--- src/rtl/cmp_ctrl_pkg.sv ---
// Purpose: constants for the dual comparator and reference ladder control block
// Assumes: 16-bit register port, word index addressing
// Notes: offsets and layouts are local choices
package cmp_ctrl_pkg;
  localparam int ADDR_W = 3;
  localparam int DATA_W = 16;
  localparam int NUM_CMP = 2;
  // ---------------------------------------------------------------
  // register offsets
  // ---------------------------------------------------------------
  localparam logic [2:0] OFF_CMP_CTRL = 3'h0;
  localparam logic [2:0] OFF_REF_CTRL = 3'h1;
  localparam logic [2:0] OFF_STATUS = 3'h2;
  localparam logic [2:0] OFF_IRQ_MASK = 3'h3;
  // ---------------------------------------------------------------
  // comparator control fields, comparator n at bit base + n; halt-in-idle is one shared bit
  // ---------------------------------------------------------------
  localparam int B_ON = 0;
  localparam int B_PIN = 2;
  localparam int B_INV = 4;
  localparam int B_NEG = 6;
  localparam int B_POS = 8;
  localparam int B_HALT = 15;
  // ---------------------------------------------------------------
  // reference control fields
  // ---------------------------------------------------------------
  localparam int B_TAP = 0;
  localparam int TAP_W = 4;
  localparam int B_SSEL = 4;
  localparam int B_RANGE = 5;
  localparam int B_ROE = 6;
  localparam int B_REN = 7;
  // ---------------------------------------------------------------
  // status fields: result levels and toggle flags
  // ---------------------------------------------------------------
  localparam int B_RES = 0;
  localparam int B_FLAG = 8;
  localparam logic [15:0] RST_ZERO = 16'h0000;
endpackage

--- src/rtl/cmp_channel.sv ---
// Purpose: one comparator channel: input sync, gating, inversion, toggle detect
// Assumes: raw comparison arrives asynchronously from the analog core
// Notes: a disabled or halted channel holds its result and raises no events
`timescale 1ns/1ps
module cmp_channel (
  input wire logic i_clk,
  input wire logic i_rst_n,
  input wire logic i_raw,
  input wire logic i_run,
  input wire logic i_invert,
  output logic o_level,
  output logic o_toggle
);
  logic sync_a;
  logic sync_b;
  logic level;
  logic next_level;

  always_ff @(posedge i_clk) begin
    if (!i_rst_n) begin
      sync_a <= 1'b0;
      sync_b <= 1'b0;
    end else begin
      sync_a <= i_raw;
      sync_b <= sync_a;
    end
  end

  assign next_level = sync_b ^ i_invert; // RULE3

  always_ff @(posedge i_clk) begin
    if (!i_rst_n) begin
      level <= 1'b0;
      o_toggle <= 1'b0;
    end else begin
      o_toggle <= 1'b0;
      if (i_run) begin // RULE1 RULE12
        level <= next_level;
        o_toggle <= (next_level != level); // RULE6
      end
    end
  end

  assign o_level = level; // RULE7
endmodule

--- src/rtl/dual_comparator_control.sv ---
// Purpose: control and status for two comparators and the reference ladder
// Assumes: plain register port, read data one cycle after the read strobe
// Notes: analog parts sit outside; this block drives their selects
// Notes on behaviour
// RULE1: each comparator runs only while its own enable bit is set.
// RULE2: a set pin-drive bit drives the result onto the comparator pin, else the pin is released; the pin is driven only with the enable bit also set.
// RULE3: a set invert bit complements the reported and pin-driven result.
// RULE4: the inverting-input select, when clear, picks the negative input pin.
// RULE5: the noninverting-input select picks the reference when clear, the positive pin when set.
// RULE6: each comparator has a flag set by hardware whenever its result changes.
// RULE7: software reads each comparator's result level after inversion.
// RULE8: the ladder has an enable bit and a separate pin-drive bit for its output.
// RULE9: the supply select takes the analog supply pair when clear, the alternative when set.
// RULE10: a range bit selects between two ranges, one stepping by source over 32.
// RULE11: a 4-bit tap value selects the ladder output; zero in the 32-step range gives 0.25.
// RULE12: with halt-in-idle set, comparators and event detection stop while idle.
//
// The placing of the registers and the strobed register port are this design's own decisions.
`timescale 1ns/1ps
module dual_comparator_control (
  input wire logic i_clk,
  input wire logic i_rst_n,
  input wire logic [2:0] i_addr,
  input wire logic [15:0] i_wdata,
  input wire logic i_wr,
  input wire logic i_rd,
  output logic [15:0] o_rdata,
  input wire logic i_idle,
  input wire logic [1:0] i_cmp_raw,
  output logic [1:0] o_cmp_analog_on,
  output logic [1:0] o_cmp_pin_out,
  output logic [1:0] o_cmp_pin_oe,
  output logic [1:0] o_inverting_input_sel,
  output logic [1:0] o_noninverting_input_sel,
  output logic o_ref_ladder_on,
  output logic o_ref_pin_drive_on,
  output logic o_ref_supply_sel,
  output logic o_ref_range_sel,
  output logic [3:0] o_ref_tap_value,
  output logic o_irq
);
  // ---------------------------------------------------------------
  // control state
  // ---------------------------------------------------------------
  logic [1:0] cmp_on;
  logic [1:0] cmp_pin_drive_on;
  logic [1:0] cmp_invert_sel;
  logic [1:0] inverting_input_sel;
  logic [1:0] noninverting_input_sel;
  logic halt_in_idle;
  logic [15:0] reference_control_reg;
  logic [1:0] cmp_toggle_flag;
  logic [1:0] irq_mask;
  logic [1:0] cmp_result_status;
  logic [1:0] toggle;
  logic [1:0] run;
  logic idle_a;
  logic idle_b;
  logic wr_cmp;
  logic wr_ref;
  logic wr_stat;
  logic wr_mask;

  function automatic logic hit(input logic [2:0] a, input logic [2:0] off);
    hit = (a == off);
  endfunction

  assign wr_cmp = i_wr && hit(i_addr, cmp_ctrl_pkg::OFF_CMP_CTRL);
  assign wr_ref = i_wr && hit(i_addr, cmp_ctrl_pkg::OFF_REF_CTRL);
  assign wr_stat = i_wr && hit(i_addr, cmp_ctrl_pkg::OFF_STATUS);
  assign wr_mask = i_wr && hit(i_addr, cmp_ctrl_pkg::OFF_IRQ_MASK);

  // idle comes from the power controller on its own timing
  always_ff @(posedge i_clk) begin
    if (!i_rst_n) begin
      idle_a <= 1'b0;
      idle_b <= 1'b0;
    end else begin
      idle_a <= i_idle;
      idle_b <= idle_a;
    end
  end

  // ---------------------------------------------------------------
  // comparator control register
  // ---------------------------------------------------------------
  always_ff @(posedge i_clk) begin
    if (!i_rst_n) begin
      cmp_on <= 2'h0;
      cmp_pin_drive_on <= 2'h0;
      cmp_invert_sel <= 2'h0;
      inverting_input_sel <= 2'h0;
      noninverting_input_sel <= 2'h0;
      halt_in_idle <= 1'b0;
    end else if (wr_cmp) begin
      cmp_on <= i_wdata[cmp_ctrl_pkg::B_ON +: 2]; // RULE1
      cmp_pin_drive_on <= i_wdata[cmp_ctrl_pkg::B_PIN +: 2]; // RULE2
      cmp_invert_sel <= i_wdata[cmp_ctrl_pkg::B_INV +: 2]; // RULE3
      inverting_input_sel <= i_wdata[cmp_ctrl_pkg::B_NEG +: 2]; // RULE4
      noninverting_input_sel <= i_wdata[cmp_ctrl_pkg::B_POS +: 2]; // RULE5
      halt_in_idle <= i_wdata[cmp_ctrl_pkg::B_HALT]; // RULE12
    end
  end

  // ---------------------------------------------------------------
  // reference control register
  // ---------------------------------------------------------------
  always_ff @(posedge i_clk) begin
    if (!i_rst_n) begin
      reference_control_reg <= cmp_ctrl_pkg::RST_ZERO;
    end else if (wr_ref) begin
      reference_control_reg <= {8'h00, i_wdata[7:0]}; // RULE8 RULE9 RULE10 RULE11
    end
  end

  // ---------------------------------------------------------------
  // channels
  // ---------------------------------------------------------------
  genvar g;
  generate
    for (g = 0; g < cmp_ctrl_pkg::NUM_CMP; g++) begin : g_ch
      assign run[g] = cmp_on[g] && !(halt_in_idle && idle_b); // RULE1 RULE12
      cmp_channel u_ch (
        .i_clk(i_clk),
        .i_rst_n(i_rst_n),
        .i_raw(i_cmp_raw[g]),
        .i_run(run[g]),
        .i_invert(cmp_invert_sel[g]),
        .o_level(cmp_result_status[g]),
        .o_toggle(toggle[g])
      );
    end
  endgenerate

  // ---------------------------------------------------------------
  // toggle flags and interrupt; a new event beats a clear
  // ---------------------------------------------------------------
  always_ff @(posedge i_clk) begin
    if (!i_rst_n) begin
      cmp_toggle_flag <= 2'h0;
    end else begin
      cmp_toggle_flag <= (wr_stat ? cmp_toggle_flag & ~i_wdata[cmp_ctrl_pkg::B_FLAG +: 2]
                                  : cmp_toggle_flag) | toggle; // RULE6
    end
  end

  always_ff @(posedge i_clk) begin
    if (!i_rst_n) begin
      irq_mask <= 2'h0;
    end else if (wr_mask) begin
      irq_mask <= i_wdata[cmp_ctrl_pkg::B_FLAG +: 2];
    end
  end

  always_ff @(posedge i_clk) begin
    if (!i_rst_n) begin
      o_irq <= 1'b0;
    end else begin
      o_irq <= |(cmp_toggle_flag & irq_mask);
    end
  end

  // ---------------------------------------------------------------
  // read port
  // ---------------------------------------------------------------
  always_ff @(posedge i_clk) begin
    if (!i_rst_n) begin
      o_rdata <= cmp_ctrl_pkg::RST_ZERO;
    end else if (i_rd) begin
      unique case (i_addr)
        cmp_ctrl_pkg::OFF_CMP_CTRL: o_rdata <= {halt_in_idle, 5'h00, noninverting_input_sel,
          inverting_input_sel, cmp_invert_sel, cmp_pin_drive_on, cmp_on};
        cmp_ctrl_pkg::OFF_REF_CTRL: o_rdata <= reference_control_reg;
        cmp_ctrl_pkg::OFF_STATUS: o_rdata <= {6'h00, cmp_toggle_flag,
          6'h00, cmp_result_status}; // RULE7
        cmp_ctrl_pkg::OFF_IRQ_MASK: o_rdata <= {6'h00, irq_mask, 8'h00};
        default: o_rdata <= cmp_ctrl_pkg::RST_ZERO;
      endcase
    end else begin
      o_rdata <= cmp_ctrl_pkg::RST_ZERO;
    end
  end

  // ---------------------------------------------------------------
  // analog side controls, all registered
  // ---------------------------------------------------------------
  always_ff @(posedge i_clk) begin
    if (!i_rst_n) begin
      o_cmp_analog_on <= 2'h0;
      o_cmp_pin_out <= 2'h0;
      o_cmp_pin_oe <= 2'h0;
      o_inverting_input_sel <= 2'h0;
      o_noninverting_input_sel <= 2'h0;
      o_ref_ladder_on <= 1'b0;
      o_ref_pin_drive_on <= 1'b0;
      o_ref_supply_sel <= 1'b0;
      o_ref_range_sel <= 1'b0;
      o_ref_tap_value <= 4'h0;
    end else begin
      o_cmp_analog_on <= run; // RULE1
      o_cmp_pin_out <= cmp_result_status; // RULE3
      o_cmp_pin_oe <= cmp_pin_drive_on & cmp_on; // RULE2
      o_inverting_input_sel <= inverting_input_sel; // RULE4
      o_noninverting_input_sel <= noninverting_input_sel; // RULE5
      o_ref_ladder_on <= reference_control_reg[cmp_ctrl_pkg::B_REN]; // RULE8
      o_ref_pin_drive_on <= reference_control_reg[cmp_ctrl_pkg::B_ROE]; // RULE8
      o_ref_supply_sel <= reference_control_reg[cmp_ctrl_pkg::B_SSEL]; // RULE9
      o_ref_range_sel <= reference_control_reg[cmp_ctrl_pkg::B_RANGE]; // RULE10
      o_ref_tap_value <= reference_control_reg[cmp_ctrl_pkg::B_TAP +: cmp_ctrl_pkg::TAP_W]; // RULE11
    end
  end
endmodule

--- config.mk ---
export PLATFORM = sky130hd
export DESIGN_NAME = dual_comparator_control
export DESIGN_NICKNAME = d
export VERILOG_FILES = /design/src/rtl/cmp_ctrl_pkg.sv /design/src/rtl/cmp_channel.sv /design/src/rtl/dual_comparator_control.sv
export SDC_FILE = /design/constraint.sdc
export NUM_CORES = 1
export LEC_CHECK = 0
export ABC_AREA = 0
export BUFFER_PORTS_ARGS = -buffer_cell sky130_fd_sc_hd__buf_4
export CAP_MARGIN = 20
export CORE_MARGIN = 2
export CORE_UTILIZATION = 45
export CTS_CLUSTER_SIZE = 24
export DETAILED_ROUTE_END_ITERATION = 6
export GPL_TIMING_DRIVEN = 1
export HOLD_SLACK_MARGIN = 0.02
export MAX_ROUTING_LAYER = met4
export PLACE_DENSITY = 0.7
export SYNTH_ARGS = -nofsm -noshare
export SYNTH_HDL_FRONTEND = slang
export SYNTH_SLANG_ARGS = --single-unit
export TNS_END_PERCENT = 30
--- constraint.sdc ---
create_clock -name i_clk -period 2.19 [get_ports i_clk]
set_clock_uncertainty 0.2 [all_clocks]
set_input_delay 0.438 -clock i_clk [delete_from_list [all_inputs] [get_ports i_clk]]
set_output_delay 0.438 -clock i_clk [all_outputs]
set_load 0.02 [all_outputs]
==> metrics.md, run 1 <==
| Metric | Value |
|---|---|
| Setup crit end kind | `flop` |
| Drt wl/cell | `12.2 µm` |
| Hold Crit Class | `in -> reg` |
| Drt via density | `between 4 and 5` |
| Crit path max fanout | `16` |
| Pwr per Cell Area | `roughly 810 nW/µm²` |
| Iteration count of the initial detailed-routing pass | `4` |
| Worst Hold Depth | `2` |
| Ant diodes | `0` |
| Met2 Use GR | `about a quarter` |
| Initial antenna violation count | `0` |
| Iteration-0 DRC Markers | `157` |
| Max-cap violations | `0` |
| Pin count of the biggest net entering global routing | `23` |
| Cts bufs inserted | `9` |
| FP Rows | `25` |
| Critical Path AT | `1.46 ns` |
| Clock buffer depth | `2` |
| Final Setup Violations | `0` |
| Area Overhead vs Synth | `25.5%` |
| Status | `finished clean` |
| Slew Limit Fails | `0` |
| Resized Gates After CTS | `0` |
| Num Clock Sinks | `63` |
| Reg clk slew, reported paths | `0.06 ns` |
| Commonest non-fill, non-tap cell in the layout | `dfxtp_1` |
| GPL Wtd Cong | `0.770` |
| Psw | `0.481 mW` |
| WL final | `just over 4000 µm` |
| Syn avg cell area | `9.53 µm²` |
| RR Startpoint | `cmp_on[1]$_SDFFE_PN0P_` |
| CTS H-tree lvls | `3` |
| R2R cell count | `3` |
| Die area | `5430 µm²` |
| Global routing's busiest layer | `met2` |
| GRT overflow | `0` |
| Syn Inst Count | `around 230` |
| Fin util | `just under 60%` |
| Internal power | `1.73 mW` |
| Detailed-route via count | `around 1.7k` |
| Switching Share | `21.8%` |
| Clock power frac | `41.5%` |
| Synth top area cells | `dfxtp_1, nand2_1, mux2i_1` |
| Worst endpoint required time | `roughly 2.2 ns` |
| Final #Nets | `about 310` |
| Met1 GRT Util | `between 20 and 25%` |
| Startpoint type of the worst setup path | `input pin` |
| Post-route minimum period | `1.47 ns` |
| Fmax | `between 0.6 and 0.7 GHz` |
| Residual DRC count | `0` |
| Flop pwr share | `53.1%` |
| Leak Pwr | `~1.2 nW` |
| Mapped Area | `2180 µm²` |
| Netlist cell types | `30` |
| Gate power share | `about 5.5%` |
| Sequential share of the synthesized area | `between 50% and 60%` |
| Clock Tree Root | `clkbuf_8` |
| Crit path kind | `in -> reg` |
| Tcrit/Tclk final | `67.0%` |
| Die width | `73.7 µm` |
| Grt met3 use | `3.84%` |
| First-pass GRT wire length | `6780 µm` |
| IO buf count | `50` |
| RSZ-0062 raised after global routing | `false` |
| CTS Hold Bufs | `0` |
| Yosys warnings | `0` |
| Commonest non-fill, non-tap cells in the layout | `dfxtp_1, buf_4, nand2_1, a21oi_1, nor2_1` |
| Setup_tns | `0 ns` |
| CORE AREA | `4690 µm²` |
| #FFs+latches synth | `63` |
| Initial Util | `46.5%` |
| Largest register FFs | `11` |
| Latest clock arrival within the worst-skew pair | `0.33 ns` |
| DP Wirelength | `approximately 2800 µm` |
| Number of global-route vias before repair | `1468` |
| TritonCTS clock tree | `yes` |
| Global Route Usage Sum | `17.7%` |
| Synth area leader | `dfxtp_1` |
| Peak VDD IR | `about 460 µV` |
| Synth top area share | `57.8%` |
| Hold Path End | `cmp_toggle_flag[1]$_SDFF_PN0_` |
| Layout cells sized above 1 | `27.1%` |
| I/O Pins | `61` |
| Hold_sp | `i_wdata[9]` |
| Number of nets with antenna violations after detailed routing | `0` |
| Count of final hold-check violations | `0` |
| Die height | `73.7 µm` |
| R2R setup slack | `0.95 ns` |
| RR Endpoint | `o_rdata[1]$_SDFF_PN0_` |
| Setup Buffers After CTS | `0` |
-- worst max-delay path, stage by stage --
cell and delay [ns]:
buf_4 0.19, or4b_4 0.64, nand2_1 0.11, a21oi_1 0.06
-- cells in the mapped netlist --
library cell	count
dfxtp_1	63
nand2_1	37
a21oi_1	15
nor2_1	13
and2_1	12
inv_1	12
o21ai_0	12
nand3_1	11
buf_4	8
mux2i_1	8
clkbuf_1	6
and3_1	4
a22oi_1	3
or2_2	3
a31oi_1	2
and3b_1	2
buf_2	2
buf_6	2
mux2_2	2
xor2_1	2
a21bo_2	1
a311oi_1	1
conb_1	1
nand3b_1	1
nand4b_1	1
nor2b_1	1
nor4b_2	1
nor4bb_1	1
or4b_4	1
xnor2_1	1
-- routing by layer --
metal / wire (µm) / vias up
li1: - / 840
met1: 1850 / 745
met2: 1850 / 66
met3: 300 / 9
met4: 114 / 0
met5: 0 / -
-- final cells by class --
class	instances	area [µm²]
sequential	63	1260
multi-input combinational	140	783
inverter	12	45.0
clock buffer	10	128
clock inverter	5	50.0
tap	54	67.6
timing repair buffer	54	405
fill	422	1950
-- power groups by stage --
stage,clock [mW],combinational [mW],sequential (mW)
final,0.916,0.121,1.17
after global routing,0.990,0.134,1.17
after CTS,0.941,0.122,1.17
after detailed placement,0,0.122,1.20
after global placement,0,0.120,1.20
after floorplan,0,0.0742,1.20
-- through the flow --
| step | area (µm²) | hold slack, ns | instances | setup slack (ns) | total power, mW |
|---|---|---|---|---|---|
| after global placement | 2560 | 0.216 | 323 | 0.392 | 1.32 |
| after floorplan | 2200 | 0.212 | 233 | 0.519 | 1.28 |
| final | 2740 | 0.112 | 338 | 0.722 | 2.21 |
| after detailed placement | 2560 | 0.218 | 323 | 0.382 | 1.32 |
| after CTS | 2740 | 0.0951 | 338 | 0.732 | 2.24 |
| after global routing | 2740 | 0.102 | 338 | 0.651 | 2.30 |
-- logic make-up (layout without fill, tap and decap cells) --
| kind of cell | Yosys count | in the layout | share of synthesized area (%) |
|---|---|---|---|
| compound gates | 34 | 34 | 8.65 |
| other cells | 1 | 5 | 0.172 |
| xor+xnor | 3 | 3 | 1.20 |
| flops | 63 | 63 | 57.8 |
| mux | 10 | 10 | 4.70 |
| buf+inv | 30 | 81 | 7.34 |
| simple gates | 88 | 88 | 20.2 |
-- how the worst max path moves through the flow --
stage	slack, ns	from	end
4_1_cts	0.73	i_addr[0]	cmp_pin_drive_on[1]$_SDFFE_PN0P_
3_3_place_gp	0.39	i_addr[0]	cmp_on[0]$_SDFFE_PN0P_
6_report	0.72	i_addr[0]	cmp_pin_drive_on[1]$_SDFFE_PN0P_
3_5_place_dp	0.38	i_addr[0]	cmp_pin_drive_on[1]$_SDFFE_PN0P_
2_1_floorplan	0.52	i_addr[0]	cmp_invert_sel[0]$_SDFFE_PN0P_
5_1_grt	0.65	i_addr[0]	cmp_on[0]$_SDFFE_PN0P_
(Power assumes the default switching activity.)
==> run 2: changes to the inputs <==
==> constraint.sdc (replaced) <==
create_clock -name i_clk -period 1.38 [get_ports i_clk]
set_clock_uncertainty 0.2 [all_clocks]
set_input_delay 0.276 -clock i_clk [delete_from_list [all_inputs] [get_ports i_clk]]
set_output_delay 0.276 -clock i_clk [all_outputs]
set_load 0.02 [all_outputs]
==> metrics.md, run 2 (synthesis gave the netlist of run 1 again) <==
| Metric | Value |
|---|---|
| Status | `finished clean` |
| Die area | `5430 µm² (unchanged)` |
| I/O Pins | `61 (unchanged)` |
| Number of nets with antenna violations after detailed routing | `0 (unchanged)` |
| Pin count of the biggest net entering global routing | `39 (+70%)` |
| Critical Path AT | `0.79 ns (-0.67 ns)` |
| Drt wl/cell | `12.7 µm (+4.3%)` |
| Crit path max fanout | `1 (-15)` |
| Latest clock arrival within the worst-skew pair | `0.34 ns (about the same)` |
| Worst-path cell chain | `buf_4` |
| Tcrit/Tclk final | `91.6%` |
| Reg clk slew, reported paths | `0.07 ns (about the same)` |
| First-pass GRT wire length | `7400 µm (+9.1%)` |
| TritonCTS clock tree | `yes` |
| Iteration count of the initial detailed-routing pass | `5 (+1)` |
| Min Hold Slack | `0.113 ns (+0.000888 ns)` |
| Area Overhead vs Synth | `37.1%` |
| Placed cells | `335 (+3.7%)` |
| Max-cap violations | `0 (unchanged)` |
| Count of final hold-check violations | `0 (unchanged)` |
| Hold Crit Class | `in -> reg` |
| Startpoint type of the worst setup path | `flop` |
| Setup crit end kind | `output pin` |
| Leak Pwr | `1.36 nW (+9.9%)` |
| Largest register FFs | `11 (unchanged)` |
| CTS H-tree lvls | `3 (unchanged)` |
| Iteration-0 DRC Markers | `100 (-36%)` |
| Residual DRC count | `0 (unchanged)` |
| Top delay family on crit path | `flip-flops` |
| Peak VDD IR | `629 µV (+35%)` |
| Fin util | `63.8% (+5.4 points)` |
| Setup_tns | `0 ns (unchanged)` |
| Cts bufs inserted | `9 (unchanged)` |
| Crit-path max cell delay | `0.30 ns (-0.34 ns)` |
| Drt via density | `4.90 (-0.15%)` |
| Final #Nets | `332 (+8.5%)` |
| Die height | `73.7 µm (unchanged)` |
| Crit path kind | `reg -> out` |
| Die width | `73.7 µm (unchanged)` |
| Initial antenna violation count | `0 (unchanged)` |
| Post-route minimum period | `1.26 ns` |
| Commonest non-fill, non-tap cell in the layout | `buf_4` |
| Number of global-route vias before repair | `1595 (+8.7%)` |
| DP Wirelength | `3050 µm (+9.5%)` |
| FP Rows | `25 (unchanged)` |
| Final Setup Violations | `0 (unchanged)` |
| Final Non-Filler Cells | `365 (+8.0%)` |
| GRT overflow | `0 (unchanged)` |
| Layout cells sized above 1 | `28.9% (+1.8 points)` |
| Fmax | `0.791 GHz` |
| Clock Tree Root | `clkbuf_8` |
| R2R setup slack | `0.18 ns (-0.77 ns)` |
| IO buf count | `50 (unchanged)` |
| Initial Util | `46.5% (unchanged)` |
| Global Route Usage Sum | `19.5% (+1.8 points)` |
| Slew Limit Fails | `0 (unchanged)` |
| RSZ-0062 raised after global routing | `false` |
| WL final | `4640 µm (+13%)` |
| CORE AREA | `4690 µm² (unchanged)` |
| Num Clock Sinks | `63 (unchanged)` |
| Setup Buffers After CTS | `0 (unchanged)` |
| Power consumption | `3.63 mW (+64%)` |
| Ant diodes | `0 (unchanged)` |
| Clock buffer depth | `2 (unchanged)` |
| Pwr per Cell Area | `1210 nW/µm² (+50%)` |
| Slowest cell on crit path | `dfxtp_1` |
| Detailed-route via count | `1790 (+7.8%)` |
| Worst Path Buf+Inv | `1 (unchanged)` |
| GPL Wtd Cong | `0.862 (+12%)` |
| Commonest non-fill, non-tap cells in the layout | `buf_4, dfxtp_1, nand2_1, a21oi_1, dlygate4sd3_1` |
| Worst endpoint required time | `0.90 ns (-1.28 ns)` |
run 2: cell count changes in the layout (fill, tap and decap cells not counted):
cell           before  now
buf_12              0    1
clkinv_2            4    3
clkinvlp_4          0    1
dlygate4sd3_1       0   14
clkinv_4            0    1
buf_4              54   65
run 2: metrics by stage:
step           worst slack (ns)  instance area, µm²
4_1_cts                  0.0965                2990
3_3_place_gp             -0.134                2670
6_report                  0.116                2990
3_5_place_dp             -0.145                2670
2_1_floorplan            -0.115                2200
5_1_grt                  0.0726                2990
run 2: layer usage:
layer | track usage (%) | share of wire, %
met3 | 6.72 | 6.4
met5 | - | 0
met4 | 11.7 | 2.4
met1 | 23.6 | 44
met2 | 28.0 | 48
run 2: timing repair:
action	CTS	global route
hold endpoints to repair	26	0
gates resized for setup	0	0
hold buffers	14	0
run 2: cell type report:
cell class	instances	area, µm²
timing repair buffer	80	648
tap	54	67.6
clock inverter	6	61.3
fill	434	1700
multi-input combinational	140	783
clock buffer	10	128
sequential	63	1260
inverter	12	45.0
run 2: worst paths after layout:
| path | from | to | cells past startpoint |
|---|---|---|---|
| worst min register to register | g_ch[0].u_ch.sync_a$_SDFF_PN0_ | g_ch[0].u_ch.sync_b$_SDFF_PN0_ | 1 |
| worst min-delay path | i_addr[1] | o_rdata[9]$_SDFF_PN0_ | 4 |
| worst max register to register | halt_in_idle$_SDFFE_PN0P_ | g_ch[1].u_ch.o_toggle$_SDFF_PN0_ | 3 |
| worst max-delay path | o_rdata[5]$_SDFF_PN0_ | o_rdata[5] | 1 |
run 2: power by group:
part	switching, mW	internal [mW]
clock network	0.686	0.826
logic	0.124	0.132
registers	0.0124	1.85
total	0.823	2.81
==> run 3: changes to the inputs <==
--- a/config.mk
+++ b/config.mk
@@ -18,5 +18,6 @@
 export PLACE_DENSITY = 0.7
 export SYNTH_ARGS = -nofsm -noshare
 export SYNTH_HDL_FRONTEND = slang
+export SYNTH_HIERARCHICAL = 1
 export SYNTH_SLANG_ARGS = --single-unit
 export TNS_END_PERCENT = 30
==> metrics.md, run 3 <==
| Metric | Value |
|---|---|
| First-pass GRT wire length | `6810 µm (-7.9%)` |
| Hold Crit Class | `in -> reg` |
| Fin area | `3090 µm² (+3.3%)` |
| Slowest cell on crit path | `dfxtp_1` |
| GRT overflow | `0 (unchanged)` |
| Hold_sp | `i_wdata[0]` |
| Synth top area cells | `dfxtp_1, mux2i_1, nand2_1` |
| Initial Util | `45.9% (-0.60 points)` |
| Largest family of logic cells by synthesized area | `simple AND/OR/NAND/NOR gates` |
| TritonCTS clock tree | `yes` |
| Crit-path max cell delay | `0.32 ns (+0.02 ns)` |
| IO buf count | `50 (unchanged)` |
| Area Overhead vs Synth | `34.4%` |
| Post-synth top flop | `dfxtp_1` |
| Latest clock arrival within the worst-skew pair | `0.33 ns (about the same)` |
| Tcrit/Tclk final | `91.9% (+0.33 points)` |
| Most common cell in the netlist | `dfxtp_1` |
| Residual DRC count | `0 (unchanged)` |
| Fmax | `0.788 GHz (-0.35%)` |
| Async set-reset flop share out of synthesis | `0% (unchanged)` |
| Critical Path Start | `o_cmp_analog_on[0]$_SDFF_PN0_` |
| Final Setup Violations | `0 (unchanged)` |
| Reg clk slew, reported paths | `0.07 ns (about the same)` |
| Leak Pwr | `1.42 nW (+4.2%)` |
| Worst endpoint required time | `0.90 ns (about the same)` |
| Fin util | `61.7% (-2.1 points)` |
| Num Clock Sinks | `63 (unchanged)` |
| Number of global-route vias before repair | `1537 (-3.6%)` |
| RSZ-0062 raised after global routing | `false` |
| Psw | `0.794 mW (-3.4%)` |
| Crit path max fanout | `1 (unchanged)` |
| Layout cells sized above 1 | `28.8% (-0.17 points)` |
| Clock Tree Root | `clkbuf_8` |
| Count of final hold-check violations | `0 (unchanged)` |
| Synth Area in Compound Gates | `4.35% (-4.3 points)` |
| I/O Pins | `61 (unchanged)` |
| Die width | `75.5 µm (+2.5%)` |
| Commonest non-fill, non-tap cell in the layout | `dfxtp_1` |
| Global Route Usage Sum | `17.2% (-2.3 points)` |
| Mapped Area | `2300 µm² (+5.4%)` |
| Yosys warnings | `6 (+6)` |
| Top delay family on crit path | `flip-flops` |
| Clock power frac | `39.5% (-2.2 points)` |
| Placed instance area | `2810 µm² (+5.3%)` |
| Iteration count of the initial detailed-routing pass | `4 (-1)` |
| Most instantiated cells after synthesis | `dfxtp_1, nand2_1, mux2i_1` |
| Netlist cell types | `30 (unchanged)` |
| Die area | `5700 µm² (+5.1%)` |
| GPL Wtd Cong | `0.761 (-12%)` |
| Power consumption | `3.53 mW (-2.6%)` |
| Synth top area share | `54.8% (-3.0 points)` |
| Max-cap violations | `0 (unchanged)` |
| Critical Path AT | `0.79 ns (about the same)` |
| Initial antenna violation count | `0 (unchanged)` |
| #FFs+latches synth | `63 (unchanged)` |
| Pin count of the biggest net entering global routing | `19 (-51%)` |
| Number of synthesized flops with an enable pin | `0 (unchanged)` |
| Final #Nets | `313 (-5.7%)` |
| Largest register FFs | `11 (unchanged)` |
| Die height | `75.5 µm (+2.5%)` |
| Internal power | `2.74 mW (-2.4%)` |
| CTS H-tree lvls | `3 (unchanged)` |
| Startpoint type of the worst setup path | `flop` |
| Number of nets with antenna violations after detailed routing | `0 (unchanged)` |
| Clock buffer depth | `2 (unchanged)` |
| DP Wirelength | `2920 µm (-4.3%)` |
| Post-Synth Adder-Cell Area | `0% (unchanged)` |
| Worst Path Buf+Inv | `1 (unchanged)` |
| Status | `finished clean` |
| FP Rows | `26 (+4.0%)` |
| CORE AREA | `5010 µm² (+6.8%)` |
| Post-Synth XOR/XNOR Area | `0.761% (-0.44 points)` |
| Syn Inst Count | `212 (-7.4%)` |
| Ant diodes | `0 (unchanged)` |
| Drt via density | `4.57 (-6.7%)` |
| WL final | `4290 µm (-7.5%)` |
| Peak VDD IR | `745 µV (+18%)` |
| Synth area leader | `dfxtp_1` |
| Flop pwr share | `52.8% (+1.6 points)` |
| Sequential share of the synthesized area | `54.8% (-3.0 points)` |
| Syn avg cell area | `10.9 µm² (+14%)` |
| Post-route minimum period | `1.27 ns (+0.00450 ns)` |
| Mux cell area share after synthesis | `14.4% (+9.7 points)` |
| Crit path kind | `reg -> out` |
| Pwr per Cell Area | `1140 nW/µm² (-5.7%)` |
| RR Startpoint | `halt_in_idle$_SDFFE_PN0P_` |
| Setup Buffers After CTS | `0 (unchanged)` |
| Fill cells | `437 (+0.69%)` |
| Commonest non-fill, non-tap cells in the layout | `dfxtp_1, buf_4, nand2_1, mux2i_1, inv_1` |
| Slew Limit Fails | `0 (unchanged)` |
| Gate power share | `7.8% (+0.7 points)` |
| Simple-gate share of the synthesized area | `18.2% (-2.0 points)` |
| Setup crit end kind | `output pin` |
| Worst-path cell chain | `buf_4` |
| Switching Share | `22.5% (-0.19 points)` |
| Drt wl/cell | `11.9 µm (-6.7%)` |
| Cts bufs inserted | `9 (unchanged)` |
| Detailed-route via count | `1656 (-7.5%)` |
| Iteration-0 DRC Markers | `68 (-32%)` |
[run 3: cell types whose count changed after synthesis, moves of 4 or more]
cell and delta:
a21oi_1 -11, and2_1 -4, clkbuf_1 -4, mux2i_1 +25, nand3_1 -9, nor2_1 -7, o21ai_0 -8, o22ai_1 +4
[run 3: cell type report]
| type | count | area, µm² | share of cell area [%] |
|---|---|---|---|
| Clock buffer | 13 | 159 | 5.14 |
| Clock inverter | 3 | 17.5 | 0.567 |
| Inverter | 14 | 52.6 | 1.70 |
| Multi-Input combinational cell | 124 | 886 | 28.7 |
| Sequential cell | 63 | 1260 | 40.8 |
| Tap cell | 70 | 87.6 | 2.83 |
| Timing Repair Buffer | 75 | 628 | 20.3 |
[run 3: cell families after synthesis]
| logic type | Yosys count |
|---|---|
| AO/OA/AOI/OAI | 17 |
| XOR/XNOR | 2 |
| AND/OR/NAND/NOR | 67 |
| buffers and inverters | 29 |
| other | 1 |
| flip-flops | 63 |
| multiplexers | 33 |
[run 3: what timing repair did]
action | 4_1_cts | 5_1_grt
endpoints found under the setup margin | 0 | 1
hold buffers | 11 | 0
hold endpoints to repair | 15 | 0
resized for setup | 0 | 1
[run 3: power by group through the flow]
stage | sequential [mW] | combinational, mW | clock, mW
after detailed placement | 1.90 | 0.249 | 0
after global routing | 1.87 | 0.297 | 1.52
after CTS | 1.86 | 0.274 | 1.44
after floorplan | 1.91 | 0.145 | 0
after global placement | 1.90 | 0.247 | 0
final | 1.86 | 0.274 | 1.39
[run 3: final timing paths]
| path | end | slack, ns | cells past startpoint |
|---|---|---|---|
| setup / recovery | o_cmp_analog_on[0] | 0.11 | 1 |
| hold / removal | reference_control_reg[0]$_SDFFE_PN0P_ | 0.04 | 3 |
| setup reg to reg | g_ch[1].u_ch/o_toggle$_SDFF_PN0_ | 0.11 | 3 |
| hold reg to reg | idle_b$_SDFF_PN0_ | 0.23 | 1 |
[run 3: routing by layer]
layer  routed length [µm]  share of wire, %  track usage [%]  up-vias
met2                 2020                47             26.5       44
li1                     -                 -                -      855
met3                  224               5.2             5.95        8
met5                    0                 0                -        -
met4                   95               2.2             9.36        0
met1                 1960                46             19.6      749
[run 3: through the flow]
step / std cells / worst slack [ns] / hold slack [ns] / TNS, ns
2_1_floorplan: 216 / 0.122 / 0.176 / 0
3_3_place_gp: 335 / -0.00751 / 0.217 / -0.0142
3_5_place_dp: 335 / -0.0592 / 0.221 / -0.320
4_1_cts: 362 / 0.0437 / 0.0265 / 0
5_1_grt: 362 / 0.0438 / 0.0298 / 0
6_report: 362 / 0.111 / 0.0389 / 0
